## src/inc/serial_shifter_defines.svh

```systemverilog
`ifndef SERIAL_SHIFTER_DEFINES_SVH
`define SERIAL_SHIFTER_DEFINES_SVH

// Overview of operation
// - Shifter runs only while control bit 2 set.
// - Interrupt request only when control bit 1 set.
// - Writing control bit 3 with bit 2, while idle, clears counter, starts.
// - Completion sets pending bit 0, requests interrupt if mask bit 0 set.
// - Control register resets to 00H, internal clock.
// - Reset selects receive-only, clears bit counter.
// - Direction bit picks MSB or LSB first.
// - Internal rate is fxx/4 over prescaler plus one.
// - Edge bit 0: output changes on falling edges.
// - Edge bit 1: output changes on rising edges.
// - Source bit picks driven or received shift clock.
// - Every completed transfer moves exactly eight bits.
// - Control register sits at address F3H.
// - Prescaler register sits at address F5H.

// ****************************************************************
// Register map
// ****************************************************************
`define SIO_ADDR_W         8
`define SIO_DATA_W         8
`define SIO_CTRL_ADDR      8'hf3
`define SIO_BUF_ADDR       8'hf4
`define SIO_BAUD_ADDR      8'hf5
`define SIO_STAT_ADDR      8'hf6
`define SIO_MASK_ADDR      8'hf7

// ****************************************************************
// Control register fields
// ****************************************************************
`define SIO_CTRL_PEND      0
`define SIO_CTRL_IE        1
`define SIO_CTRL_EN        2
`define SIO_CTRL_START     3
`define SIO_CTRL_EDGE      4
`define SIO_CTRL_LSB       5
`define SIO_CTRL_TXRX      6
`define SIO_CTRL_EXT       7

// ****************************************************************
// Status and mask fields
// ****************************************************************
`define SIO_EVT_W          2
`define SIO_EVT_DONE       0
`define SIO_EVT_OVR        1

// ****************************************************************
// Reset values and counts
// ****************************************************************
`define SIO_CTRL_RESET     8'h00
`define SIO_BAUD_RESET     8'h00
`define SIO_BUF_RESET      8'h00
`define SIO_EVT_RESET      2'h0
`define SIO_CNT_W          3
`define SIO_CNT_LAST       3'h7
`define SIO_PREDIV_LAST    1'h1

`endif

```

## src/inc/serial_shifter_pkg.sv

```systemverilog
`include "serial_shifter_defines.svh"

package serial_shifter_pkg;

	typedef logic [`SIO_DATA_W-1:0] byte_t;
	typedef logic [`SIO_ADDR_W-1:0] addr_t;
	typedef logic [`SIO_EVT_W-1:0]  evt_t;

	typedef enum logic [1:0] {
		ST_IDLE  = 2'b01,
		ST_SHIFT = 2'b10
	} shift_state_t;

	typedef struct packed {
		shift_state_t            state;
		byte_t                   ctrl;
		byte_t                   baud;
		byte_t                   sreg;
		logic [`SIO_CNT_W-1:0]   cnt;
		logic                    last;
		logic                    smp;
		logic                    sck;
		logic                    sck_oe;
		logic                    sdo;
		logic                    sck_s1;
		logic                    sck_s2;
		logic                    sck_s3;
		logic                    sdi_s1;
		logic                    sdi_s2;
		evt_t                    status;
		evt_t                    mask;
		byte_t                   rdata;
		logic                    irq;
	} shifter_state_t;

	typedef struct packed {
		logic                    pre;
		byte_t                   cnt;
		logic                    tick;
	} divider_state_t;

endpackage

```

## src/shift_clock_divider.sv

```systemverilog
module shift_clock_divider #(
	parameter int WIDTH = 8
) (
	input  wire logic             clk_sys_in,
	input  wire logic             rst_n_in,
	input  wire logic             run_in,
	input  wire logic [WIDTH-1:0] divisor_in,
	output logic                  tick_out
);
	import serial_shifter_pkg::*;

	divider_state_t s_q;
	divider_state_t s_d;

	// ****************************************************************
	// Half-period ticks: fxx/2 then divided by divisor plus one.
	// ****************************************************************
	always_comb begin
		s_d      = s_q;
		s_d.tick = 1'b0;
		if (!run_in) begin
			s_d.pre = 1'b0;
			s_d.cnt = '0;
		end else begin
			s_d.pre = ~s_q.pre;
			if (s_q.pre == `SIO_PREDIV_LAST) begin
				if (s_q.cnt == divisor_in) begin
					s_d.cnt  = '0;
					s_d.tick = 1'b1;
				end else begin
					s_d.cnt = 8'(s_q.cnt + 8'h01);
				end
			end
		end
	end

	always_ff @(posedge clk_sys_in) begin
		if (!rst_n_in) begin
			s_q <= '0;
		end else begin
			s_q <= s_d;
		end
	end

	assign tick_out = s_q.tick;

endmodule

```

## src/synchronous_serial_shifter.sv

```systemverilog
// Chosen here: the strobed register port.
module synchronous_serial_shifter (
	input  wire logic                    clk_sys_in,
	input  wire logic                    rst_n_in,
	input  wire serial_shifter_pkg::addr_t addr_in,
	input  wire serial_shifter_pkg::byte_t wdata_in,
	input  wire logic                    wr_in,
	input  wire logic                    rd_in,
	output serial_shifter_pkg::byte_t    rdata_out,
	output logic                         irq_out,
	input  wire logic                    sck_in,
	output logic                         sck_out,
	output logic                         sck_oe_out,
	input  wire logic                    sdi_in,
	output logic                         sdo_out
);
	import serial_shifter_pkg::*;

	shifter_state_t s_q;
	shifter_state_t s_d;
	logic           tick;

	// ****************************************************************
	// Bit selection for the serial output and shift-in of the serial input.
	// ****************************************************************
	function automatic logic out_bit(input byte_t sreg, input logic lsb_first);
		out_bit = lsb_first ? sreg[0] : sreg[7];
	endfunction

	function automatic byte_t shift_in(input byte_t sreg, input logic lsb_first, input logic din);
		shift_in = lsb_first ? {din, sreg[7:1]} : {sreg[6:0], din};
	endfunction

	// ****************************************************************
	// Internal shift clock rate.
	// ****************************************************************
	shift_clock_divider #(
		.WIDTH      (`SIO_DATA_W)
	) u_divider (
		.clk_sys_in (clk_sys_in),
		.rst_n_in   (rst_n_in),
		.run_in     (s_q.state == ST_SHIFT && !s_q.ctrl[`SIO_CTRL_EXT]),
		.divisor_in (s_q.baud),
		.tick_out   (tick)
	);

	// ****************************************************************
	// Next state.
	// ****************************************************************
	always_comb begin
		logic ext;
		logic edge_sel;
		logic lsb;
		logic txrx;
		logic rise;
		logic fall;
		logic smp_edge;
		logic tx_edge;
		logic ev_done;
		logic ev_ovr;
		ext      = s_q.ctrl[`SIO_CTRL_EXT];
		edge_sel = s_q.ctrl[`SIO_CTRL_EDGE];
		lsb      = s_q.ctrl[`SIO_CTRL_LSB];
		txrx     = s_q.ctrl[`SIO_CTRL_TXRX];
		rise     = 1'b0;
		fall     = 1'b0;
		smp_edge = 1'b0;
		tx_edge  = 1'b0;
		ev_done  = 1'b0;
		ev_ovr   = 1'b0;
		s_d      = s_q;

		// Pins from the far side pass two flops before use.
		s_d.sck_s1 = sck_in;
		s_d.sck_s2 = s_q.sck_s1;
		s_d.sck_s3 = s_q.sck_s2;
		s_d.sdi_s1 = sdi_in;
		s_d.sdi_s2 = s_q.sdi_s1;
		s_d.rdata  = '0;
		s_d.smp    = 1'b0;
		s_d.sck_oe = ~ext;

		// Edge detection on the driven or the received clock.
		if (ext) begin
			rise = s_q.sck_s2 & ~s_q.sck_s3;
			fall = ~s_q.sck_s2 & s_q.sck_s3;
		end else if (tick) begin
			rise = ~s_q.sck;
			fall = s_q.sck;
		end
		smp_edge = edge_sel ? fall : rise;
		tx_edge  = edge_sel ? rise : fall;

		unique case (s_q.state)
			ST_IDLE: begin
				if (!ext) begin
					s_d.sck = edge_sel;
				end
			end
			ST_SHIFT: begin
				if (!s_q.ctrl[`SIO_CTRL_EN]) begin
					s_d.state = ST_IDLE;
					s_d.last  = 1'b0;
				end else begin
					if (!ext && tick) begin
						s_d.sck = ~s_q.sck;
					end
					// The own clock samples one cycle late, so that data changed on the last transmit edge has
					// crossed the input synchroniser even at the fastest rate.
					s_d.smp = smp_edge & ~ext;
					if (ext ? smp_edge : s_q.smp) begin
						s_d.sreg = shift_in(s_q.sreg, lsb, s_q.sdi_s2);
						s_d.cnt  = 3'(s_q.cnt + 3'h1);
						if (s_q.cnt == `SIO_CNT_LAST) begin
							if (ext) begin
								ev_done   = 1'b1;
								s_d.state = ST_IDLE;
							end else begin
								s_d.last = 1'b1;
							end
						end
					end
					if (tx_edge) begin
						if (s_q.last) begin
							ev_done   = 1'b1;
							s_d.last  = 1'b0;
							s_d.state = ST_IDLE;
						end else if (txrx) begin
							s_d.sdo = out_bit(s_q.sreg, lsb);
						end
					end
				end
			end
		endcase

		// Register writes.
		if (wr_in) begin
			unique case (addr_in)
				`SIO_CTRL_ADDR: begin
					s_d.ctrl = wdata_in;
					s_d.ctrl[`SIO_CTRL_START] = 1'b0;
					// Clearing the enable stops a transfer at once, without a pending flag.
					if (!wdata_in[`SIO_CTRL_EN]) begin
						s_d.state = ST_IDLE;
						s_d.last  = 1'b0;
						s_d.smp   = 1'b0;
					end
					// An idle own clock takes its new resting level with the write itself.
					if ((s_q.state == ST_IDLE || !wdata_in[`SIO_CTRL_EN]) && !wdata_in[`SIO_CTRL_EXT]) begin
						s_d.sck = wdata_in[`SIO_CTRL_EDGE];
					end
					if (wdata_in[`SIO_CTRL_START] && wdata_in[`SIO_CTRL_EN]) begin
						if (s_q.state == ST_IDLE) begin
							s_d.state = ST_SHIFT;
							s_d.cnt   = '0;
							s_d.last  = 1'b0;
							if (!wdata_in[`SIO_CTRL_EXT]) begin
								s_d.sck = wdata_in[`SIO_CTRL_EDGE];
							end
							if (wdata_in[`SIO_CTRL_TXRX]) begin
								s_d.sdo = out_bit(s_q.sreg, wdata_in[`SIO_CTRL_LSB]);
							end
						end else begin
							ev_ovr = 1'b1;
						end
					end
				end
				`SIO_BUF_ADDR: begin
					if (s_q.state == ST_IDLE) begin
						s_d.sreg = wdata_in;
					end else begin
						ev_ovr = 1'b1;
					end
				end
				`SIO_BAUD_ADDR: begin
					s_d.baud = wdata_in;
				end
				`SIO_MASK_ADDR: begin
					s_d.mask = wdata_in[`SIO_EVT_W-1:0];
				end
				default: begin
				end
			endcase
		end

		// Register reads; status clears when read.
		if (rd_in) begin
			unique case (addr_in)
				`SIO_CTRL_ADDR: begin
					s_d.rdata = s_q.ctrl;
				end
				`SIO_BUF_ADDR: begin
					s_d.rdata = s_q.sreg;
				end
				`SIO_BAUD_ADDR: begin
					s_d.rdata = s_q.baud;
				end
				`SIO_STAT_ADDR: begin
					s_d.rdata  = {6'h00, s_q.status};
					s_d.status = '0;
				end
				`SIO_MASK_ADDR: begin
					s_d.rdata = {6'h00, s_q.mask};
				end
				default: begin
				end
			endcase
		end

		// Hardware sets win over clears in the same cycle.
		if (ev_done) begin
			s_d.ctrl[`SIO_CTRL_PEND]  = 1'b1;
			s_d.status[`SIO_EVT_DONE] = 1'b1;
		end
		if (ev_ovr) begin
			s_d.status[`SIO_EVT_OVR] = 1'b1;
		end

		s_d.irq = s_d.ctrl[`SIO_CTRL_IE] & |(s_d.status & s_d.mask);
	end

	// ****************************************************************
	// State register.
	// ****************************************************************
	always_ff @(posedge clk_sys_in) begin
		if (!rst_n_in) begin
			s_q        <= '0;
			s_q.state  <= ST_IDLE;
			s_q.ctrl   <= `SIO_CTRL_RESET;
			s_q.baud   <= `SIO_BAUD_RESET;
			s_q.sreg   <= `SIO_BUF_RESET;
			s_q.status <= `SIO_EVT_RESET;
			s_q.mask   <= `SIO_EVT_RESET;
			s_q.sck_oe <= 1'b1;
		end else begin
			s_q <= s_d;
		end
	end

	// ****************************************************************
	// Outputs.
	// ****************************************************************
	assign rdata_out  = s_q.rdata;
	assign irq_out    = s_q.irq;
	assign sck_out    = s_q.sck;
	assign sck_oe_out = s_q.sck_oe;
	assign sdo_out    = s_q.sdo;

endmodule

```

## config.mk

```make
export PLATFORM = sky130hd
export DESIGN_NAME = synchronous_serial_shifter
export DESIGN_NICKNAME = d
export VERILOG_FILES = /design/src/inc/serial_shifter_pkg.sv /design/src/shift_clock_divider.sv /design/src/synchronous_serial_shifter.sv
export VERILOG_INCLUDE_DIRS = /design/src /design/src/inc
export SDC_FILE = /design/constraint.sdc
export NUM_CORES = 1
export LEC_CHECK = 0
export BUFFER_PORTS_ARGS = -buffer_cell sky130_fd_sc_hd__buf_2
export CAP_MARGIN = 20
export CORE_MARGIN = 5
export CORE_UTILIZATION = 48
export CTS_CLUSTER_DIAMETER = 80
export DETAILED_ROUTE_END_ITERATION = 8
export HOLD_SLACK_MARGIN = 0.02
export PLACE_DENSITY_LB_ADDON = 0.12
export SLEW_MARGIN = 20
export SYNTH_ARGS = -nofsm -noshare
export SYNTH_HDL_FRONTEND = slang
export SYNTH_HIERARCHICAL = 1
export SYNTH_SLANG_ARGS = --single-unit
```

## constraint.sdc

```tcl
create_clock -name clk_sys_in -period 2.66 [get_ports clk_sys_in]
set_input_delay 0.266 -clock clk_sys_in [delete_from_list [all_inputs] [get_ports clk_sys_in]]
set_output_delay 0.266 -clock clk_sys_in [all_outputs]
set_load 0.1 [all_outputs]
```

[After elaboration in Yosys (flattened, before gate mapping)]
Cells that the tools add are included.
Cells by class
  add/sub/neg operators: 2
  equal/unequal tests: 9
  mux-type cells: 76
  bitwise gates (word level): 10
  reduce and logical (&&, ||, !) cells: 17
Operators with widths (number)
  $mux W1: 44
  $eq A8 B8 Y1 const B: 5
  $mux W8: 5
  $pmux W8 S5: 1
  $mux W2: 16
  $mux W32: 1
  $mux W13: 1
  $mux W12: 1
  $mux W11: 1
  $mux W10: 1
  $reduce_and A2 Y1: 5
  $add A8 B1 Y8 const B: 1
  $eq A8 B8 Y1: 1
  $mux W4: 2
  $mux W6: 1
  $not A1 Y1: 5
  $and A1 B1 Y1: 4
  $logic_and A1 B1 Y1: 4
  $pmux W1 S2: 2
  $reduce_bool A2 Y1: 2
  $add A3 B1 Y3 const B: 1
  $eq A3 B3 Y1 const B: 1
  $logic_not A1 Y1: 3
  $reduce_and A3 Y1: 1
  5 further kinds: 5
Storage, ports and cells
  bits in registers: 61
  output and inout port bits: 12
  logic and storage cells: 138

[Logic depth before layout (Yosys ltp)]
  depth after elaboration: 16
  mapped depth: 7
  gate-level depth less buffers: 6

[Hierarchy]
Netlist, hierarchy kept.
By module, submodules not included
  synchronous_serial_shifter: times used 1, cells each 304, area an instance 2726.4 sq um, seq. area each 1021.0 sq um
  shift_clock_divider: times used 1, cells each 56, area an instance 533.0 sq um, seq. area each 200.2 sq um

[Worst setup path after synthesis]
Ideal clock, no wire load.
  path type: register -> register
  from: reg s_q, in the netlist sck_out
  to: reg s_q[51] in the netlist's numbering
  setup time: 0.148 ns
  arrival: 1.932 ns
  required time: 2.512 ns
  slack: 0.579 ns
  cell stages (with the launch flop): 5
  path buffers: 0
  clock period less this slack: 2.081 ns
  cell sequence: dfxtp_1 -> nand2_1 -> mux4_2 -> o221ai_1 -> o32ai_1
On the way
  longest elaborated chain between the ends: 15
  elaborated cells on any way between the ends: 18
RTL lines
  from (decl): line synchronous_serial_shifter.sv:19  | shifter_state_t s_q;
  $not A1 Y1: line synchronous_serial_shifter.sv:88  | rise = ~s_q.sck;
  $mux W1: line synchronous_serial_shifter.sv:87  | end else if (tick) begin
  $mux W1: line synchronous_serial_shifter.sv:84  | if (ext) begin
  $mux W1: line synchronous_serial_shifter.sv:91  | smp_edge = edge_sel ? fall : rise;
  $mux W1: line synchronous_serial_shifter.sv:111  | if (ext ? smp_edge : s_q.smp) begin
  $mux W2: line synchronous_serial_shifter.sv:111
  $mux W2: line synchronous_serial_shifter.sv:124  | if (s_q.last) begin
  $mux W2 (*): line synchronous_serial_shifter.sv:123  | if (tx_edge) begin
  $mux W2 (*): line synchronous_serial_shifter.sv:101  | if (!s_q.ctrl[`SIO_CTRL_EN]) begin
  $mux W2 (*): line synchronous_serial_shifter.sv:94  | unique case (s_q.state)
  $mux W2: line synchronous_serial_shifter.sv:143  | if (!wdata_in[`SIO_CTRL_EN]) begin
  $mux W2: line synchronous_serial_shifter.sv:153  | if (s_q.state == ST_IDLE) begin
  $mux W2: line synchronous_serial_shifter.sv:152  | if (wdata_in[`SIO_CTRL_START] && wdata_in[`SIO_CTRL_EN]) begin
  $mux W10: line synchronous_serial_shifter.sv:138  | unique case (addr_in)
  $mux W32 (*): line synchronous_serial_shifter.sv:137  | if (wr_in) begin
Mark *: on every way between the ends. The rest lies on a longest branch, timed or not. The select of a mux whose other input is x is not followed.
A chain may end at the register's enable or synchronous reset.

[Worst setup path after layout]
  from: reg s_q[46] in the netlist's numbering
  to: reg s_q[31] in the netlist's numbering
On the way
  longest elaborated chain between the ends: 8
RTL lines
  $mux W1 (*): line synchronous_serial_shifter.sv:91
  $mux W1 (*): line synchronous_serial_shifter.sv:111
  $mux W12 (*): line synchronous_serial_shifter.sv:111
  $mux W11 (*): line synchronous_serial_shifter.sv:101
  $mux W13 (*): line synchronous_serial_shifter.sv:94
  $mux W8: line synchronous_serial_shifter.sv:169  | if (s_q.state == ST_IDLE) begin
  $mux W8: line synchronous_serial_shifter.sv:138
  $mux W32 (*): line synchronous_serial_shifter.sv:137
Marks and branches as above.

==> run summary <==
final WL: 8.28 mm
Die Span X: 92.4 µm
post-synth top area share: 37.5%
Cell Int Power: 0.00130 W
Initial Util: 48.5%
first-pass GRT wire length: 13.7 mm
P per Cell Area: 484 nW/µm²
Clk pwr share: 42.3%
Yosys reg bits: 61
sw frac: 24.9%
setup TNS: 0 ns
highest clock rate: 505 MHz
RePlAce Congestion: 0.847
Commonest cells post-synth: dfxtp_1 (61), nand2_1 (31), a21oi_1 (27)
post-layout net count: 406
global routing usage on met2: 33.4%
1st-iter DRT viols: 250
Root Buffer: clkbuf_8
dpl hpwl: 6.07 mm
layer carrying the most global-route usage: met2
clock tree buffer depth: 2
CP arrival: 2.23 ns
Hold-fix buffers, CTS: 0
leakage: 1.28 nW
DR DRC count: 0
switching pwr: 0.000432 W
initial antenna violation count: 0
vias in the first global route: 2661
Die H: 92.4 µm
number of buffers created by CTS: 9
Setup CP Type: reg -> reg
fin crit share: 74.5%
worst-margin pin slew: 0.694 ns
via count: 2833
Worst Hold Class: in -> reg
grt total ovfl: 0
worst-path fanout max: 11
# clock sinks: 61
Hold Fails Final Rpt: 0
crit-path cells: or3b_1, a31oi_2, a21oi_1, o31ai_1
Post-Syn Area: 3260 µm²
peak per-stage delay on the critical path: 0.56 ns
most common cell in the synthesized netlist: dfxtp_1
Fillers: 655
Total GRT Usage: 20.2%
layout cells sized above 1: 22.5%
die area: 8540 µm²
post-layout min period: 1.98 ns
post-synthesis cell type count: 65
Startpoint Class: flop
Mean Syn Cell Area: 9.05 µm²
Synthesized Nets: 385
Slew HR: 53.4%
Slew Limit Fails: 0
GR Util met1: 26.5%
VDD IR-drop max: 0.282 mV
CTS resizes: 0
Clock Latency Late Sink: 0.34 ns
DR WL/cell: 17.8 µm
sequential-to-total area share from yosys stat: 37.5%
CP max stage cell: a31oi_2
Max Cap Viol: 0
IO Pins: 34
clk slew on worst S/H paths: 0.07 ns
CP Data Required Time: 2.91 ns
DRT Pass-1 Iters: 7
core area: 6720 µm²
GRT met3 Usage: 4.96%
Finished Cell Area: 3590 µm²
placed cell area: 3410 µm²
skew final: 0.00962 ns
Layout area overhead: 10.1%
Post-CTS Repair Setup Buffers: 0
CTS tree: yes
final setup violation count: 0
ys flop type: dfxtp_1
Synth Instances: 360
CTS H-tree lvls: 3
Antenna Cells: 0
Port Buffers: 33
status: finished, final reports clean
via/cell ratio: 6.08
combinational cell fraction of total power: 4.8%
Synth warnings: 6
EDFF count, synth: 0
Reg power frac: 52.9%
dominant cells by area after synthesis: dfxtp_1 (37%), a21oi_1 (4.1%), nand2_1 (3.6%)
largest net degree at the start of global routing: 20
Async S/R FF share, synth: 0%
num rows: 30
RSZ-0062 raised after global routing: no
ANT nets after route: 0
Synth area leader: dfxtp_1
CP Capture Type: flop
-- cells in the final DEF, fill, tap and decap left out, types with 3 or more instances in the layout --
master,netlist,routed
and2_1,6,6
a2111oi_2,7,7
nand3_1,14,14
buf_2,7,33
nor2b_1,12,12
and3_1,4,4
o21ai_0,8,8
a222oi_1,5,5
nor2_1,20,20
nand2_1,31,31
nand4_1,15,15
dfxtp_1,61,61
nor3_1,7,7
o31ai_1,8,8
xor2_1,4,4
mux2_2,4,4
a31oi_1,3,3
and3b_1,5,5
o22ai_1,3,3
nand2b_1,6,6
a21oi_1,27,27
ha_1,3,3
o32ai_1,3,3
clkinv_2,0,3
or3_1,3,3
inv_1,8,8
clkbuf_8,0,10
nor3_2,4,4
a22oi_1,3,3
xnor2_1,10,10
nand4_2,3,3
buf_4,8,7
-- registers in the layout, indices dropped and copies added (netlist names) --
name,cells
sck_oe_out,1
s_d,3
sdo_out,1
sck_out,1
rdata_out,8
s_q,36
irq_out,1
u_divider/tick_out,1
u_divider/s_q,9
-- layout make-up --
class / instances / area, µm² / area share, %
multi-input cells: 260 / 1840 / 51.2
flip-flops and latches: 61 / 1220 / 34.0
repair buffers: 40 / 218 / 6.07
clock buffers: 10 / 138 / 3.84
well taps: 80 / 100 / 2.79
clock inverters: 6 / 38.8 / 1.08
inverters: 9 / 33.8 / 0.942
-- power by group through the flow --
stage          clock (W)  combinational, W  sequential (W)
2_1_floorplan          0         0.0000402        0.000940
3_3_place_gp           0         0.0000815        0.000940
3_5_place_dp           0         0.0000825        0.000940
4_1_cts         0.000751         0.0000829        0.000919
5_1_grt         0.000794         0.0000906        0.000920
6_report        0.000734         0.0000832        0.000919
-- metal layers --
| layer | share of wire, % | wire, µm |
|---|---|---|
| met4 | 0.83 | 69 |
| met3 | 4.9 | 402 |
| met2 | 49 | 4030 |
| met1 | 46 | 3780 |
| met5 | 0 | 0 |
-- through the flow --
stage	power, W	utilization, %	hold WS (ns)	instances	worst slack, ns
floorplan	0.000980	-	0.393	360	0.579
global placement	0.00102	50.8	0.430	450	0.701
detailed placement	0.00102	50.8	0.428	450	0.625
CTS	0.00175	53.4	0.119	466	0.703
global route	0.00180	53.4	0.129	466	0.584
finish	0.00174	53.4	0.130	466	0.679
-- critical path: cells and delay by family (launching register included) --
family / cells / cell delay, ns
AOI/OAI and AO/OA: 3 / 0.98
and+or+nand+nor: 1 / 0.46
DFF: 1 / 0.45
-- path summary, 6_finish.rpt --
| kind | start | endpoint | slack, ns | cells after the start |
|---|---|---|---|---|
| worst max-delay path | s_q[46] | s_q[31] | 0.68 | 4 |
| worst max register to register | s_q[46] | s_q[31] | 0.68 | 4 |
| worst min register to register | s_d[13] | s_q[13] | 0.44 | 1 |
| worst min-delay path | sdi_in | s_d[13] | 0.13 | 2 |
-- cell families (layout without fill, tap and decap cells) --
logic type,count (synthesis),after routing,share of synthesized area [%]
simple gates,148,148,26.8
compound gates,86,86,20.0
flops,61,61,37.5
buf+inv,39,65,6.14
xor+xnor,14,14,3.76
mux,9,9,4.68
fa+ha+maj,3,3,1.15
Note: power is estimated with default switching activity, not from simulation.
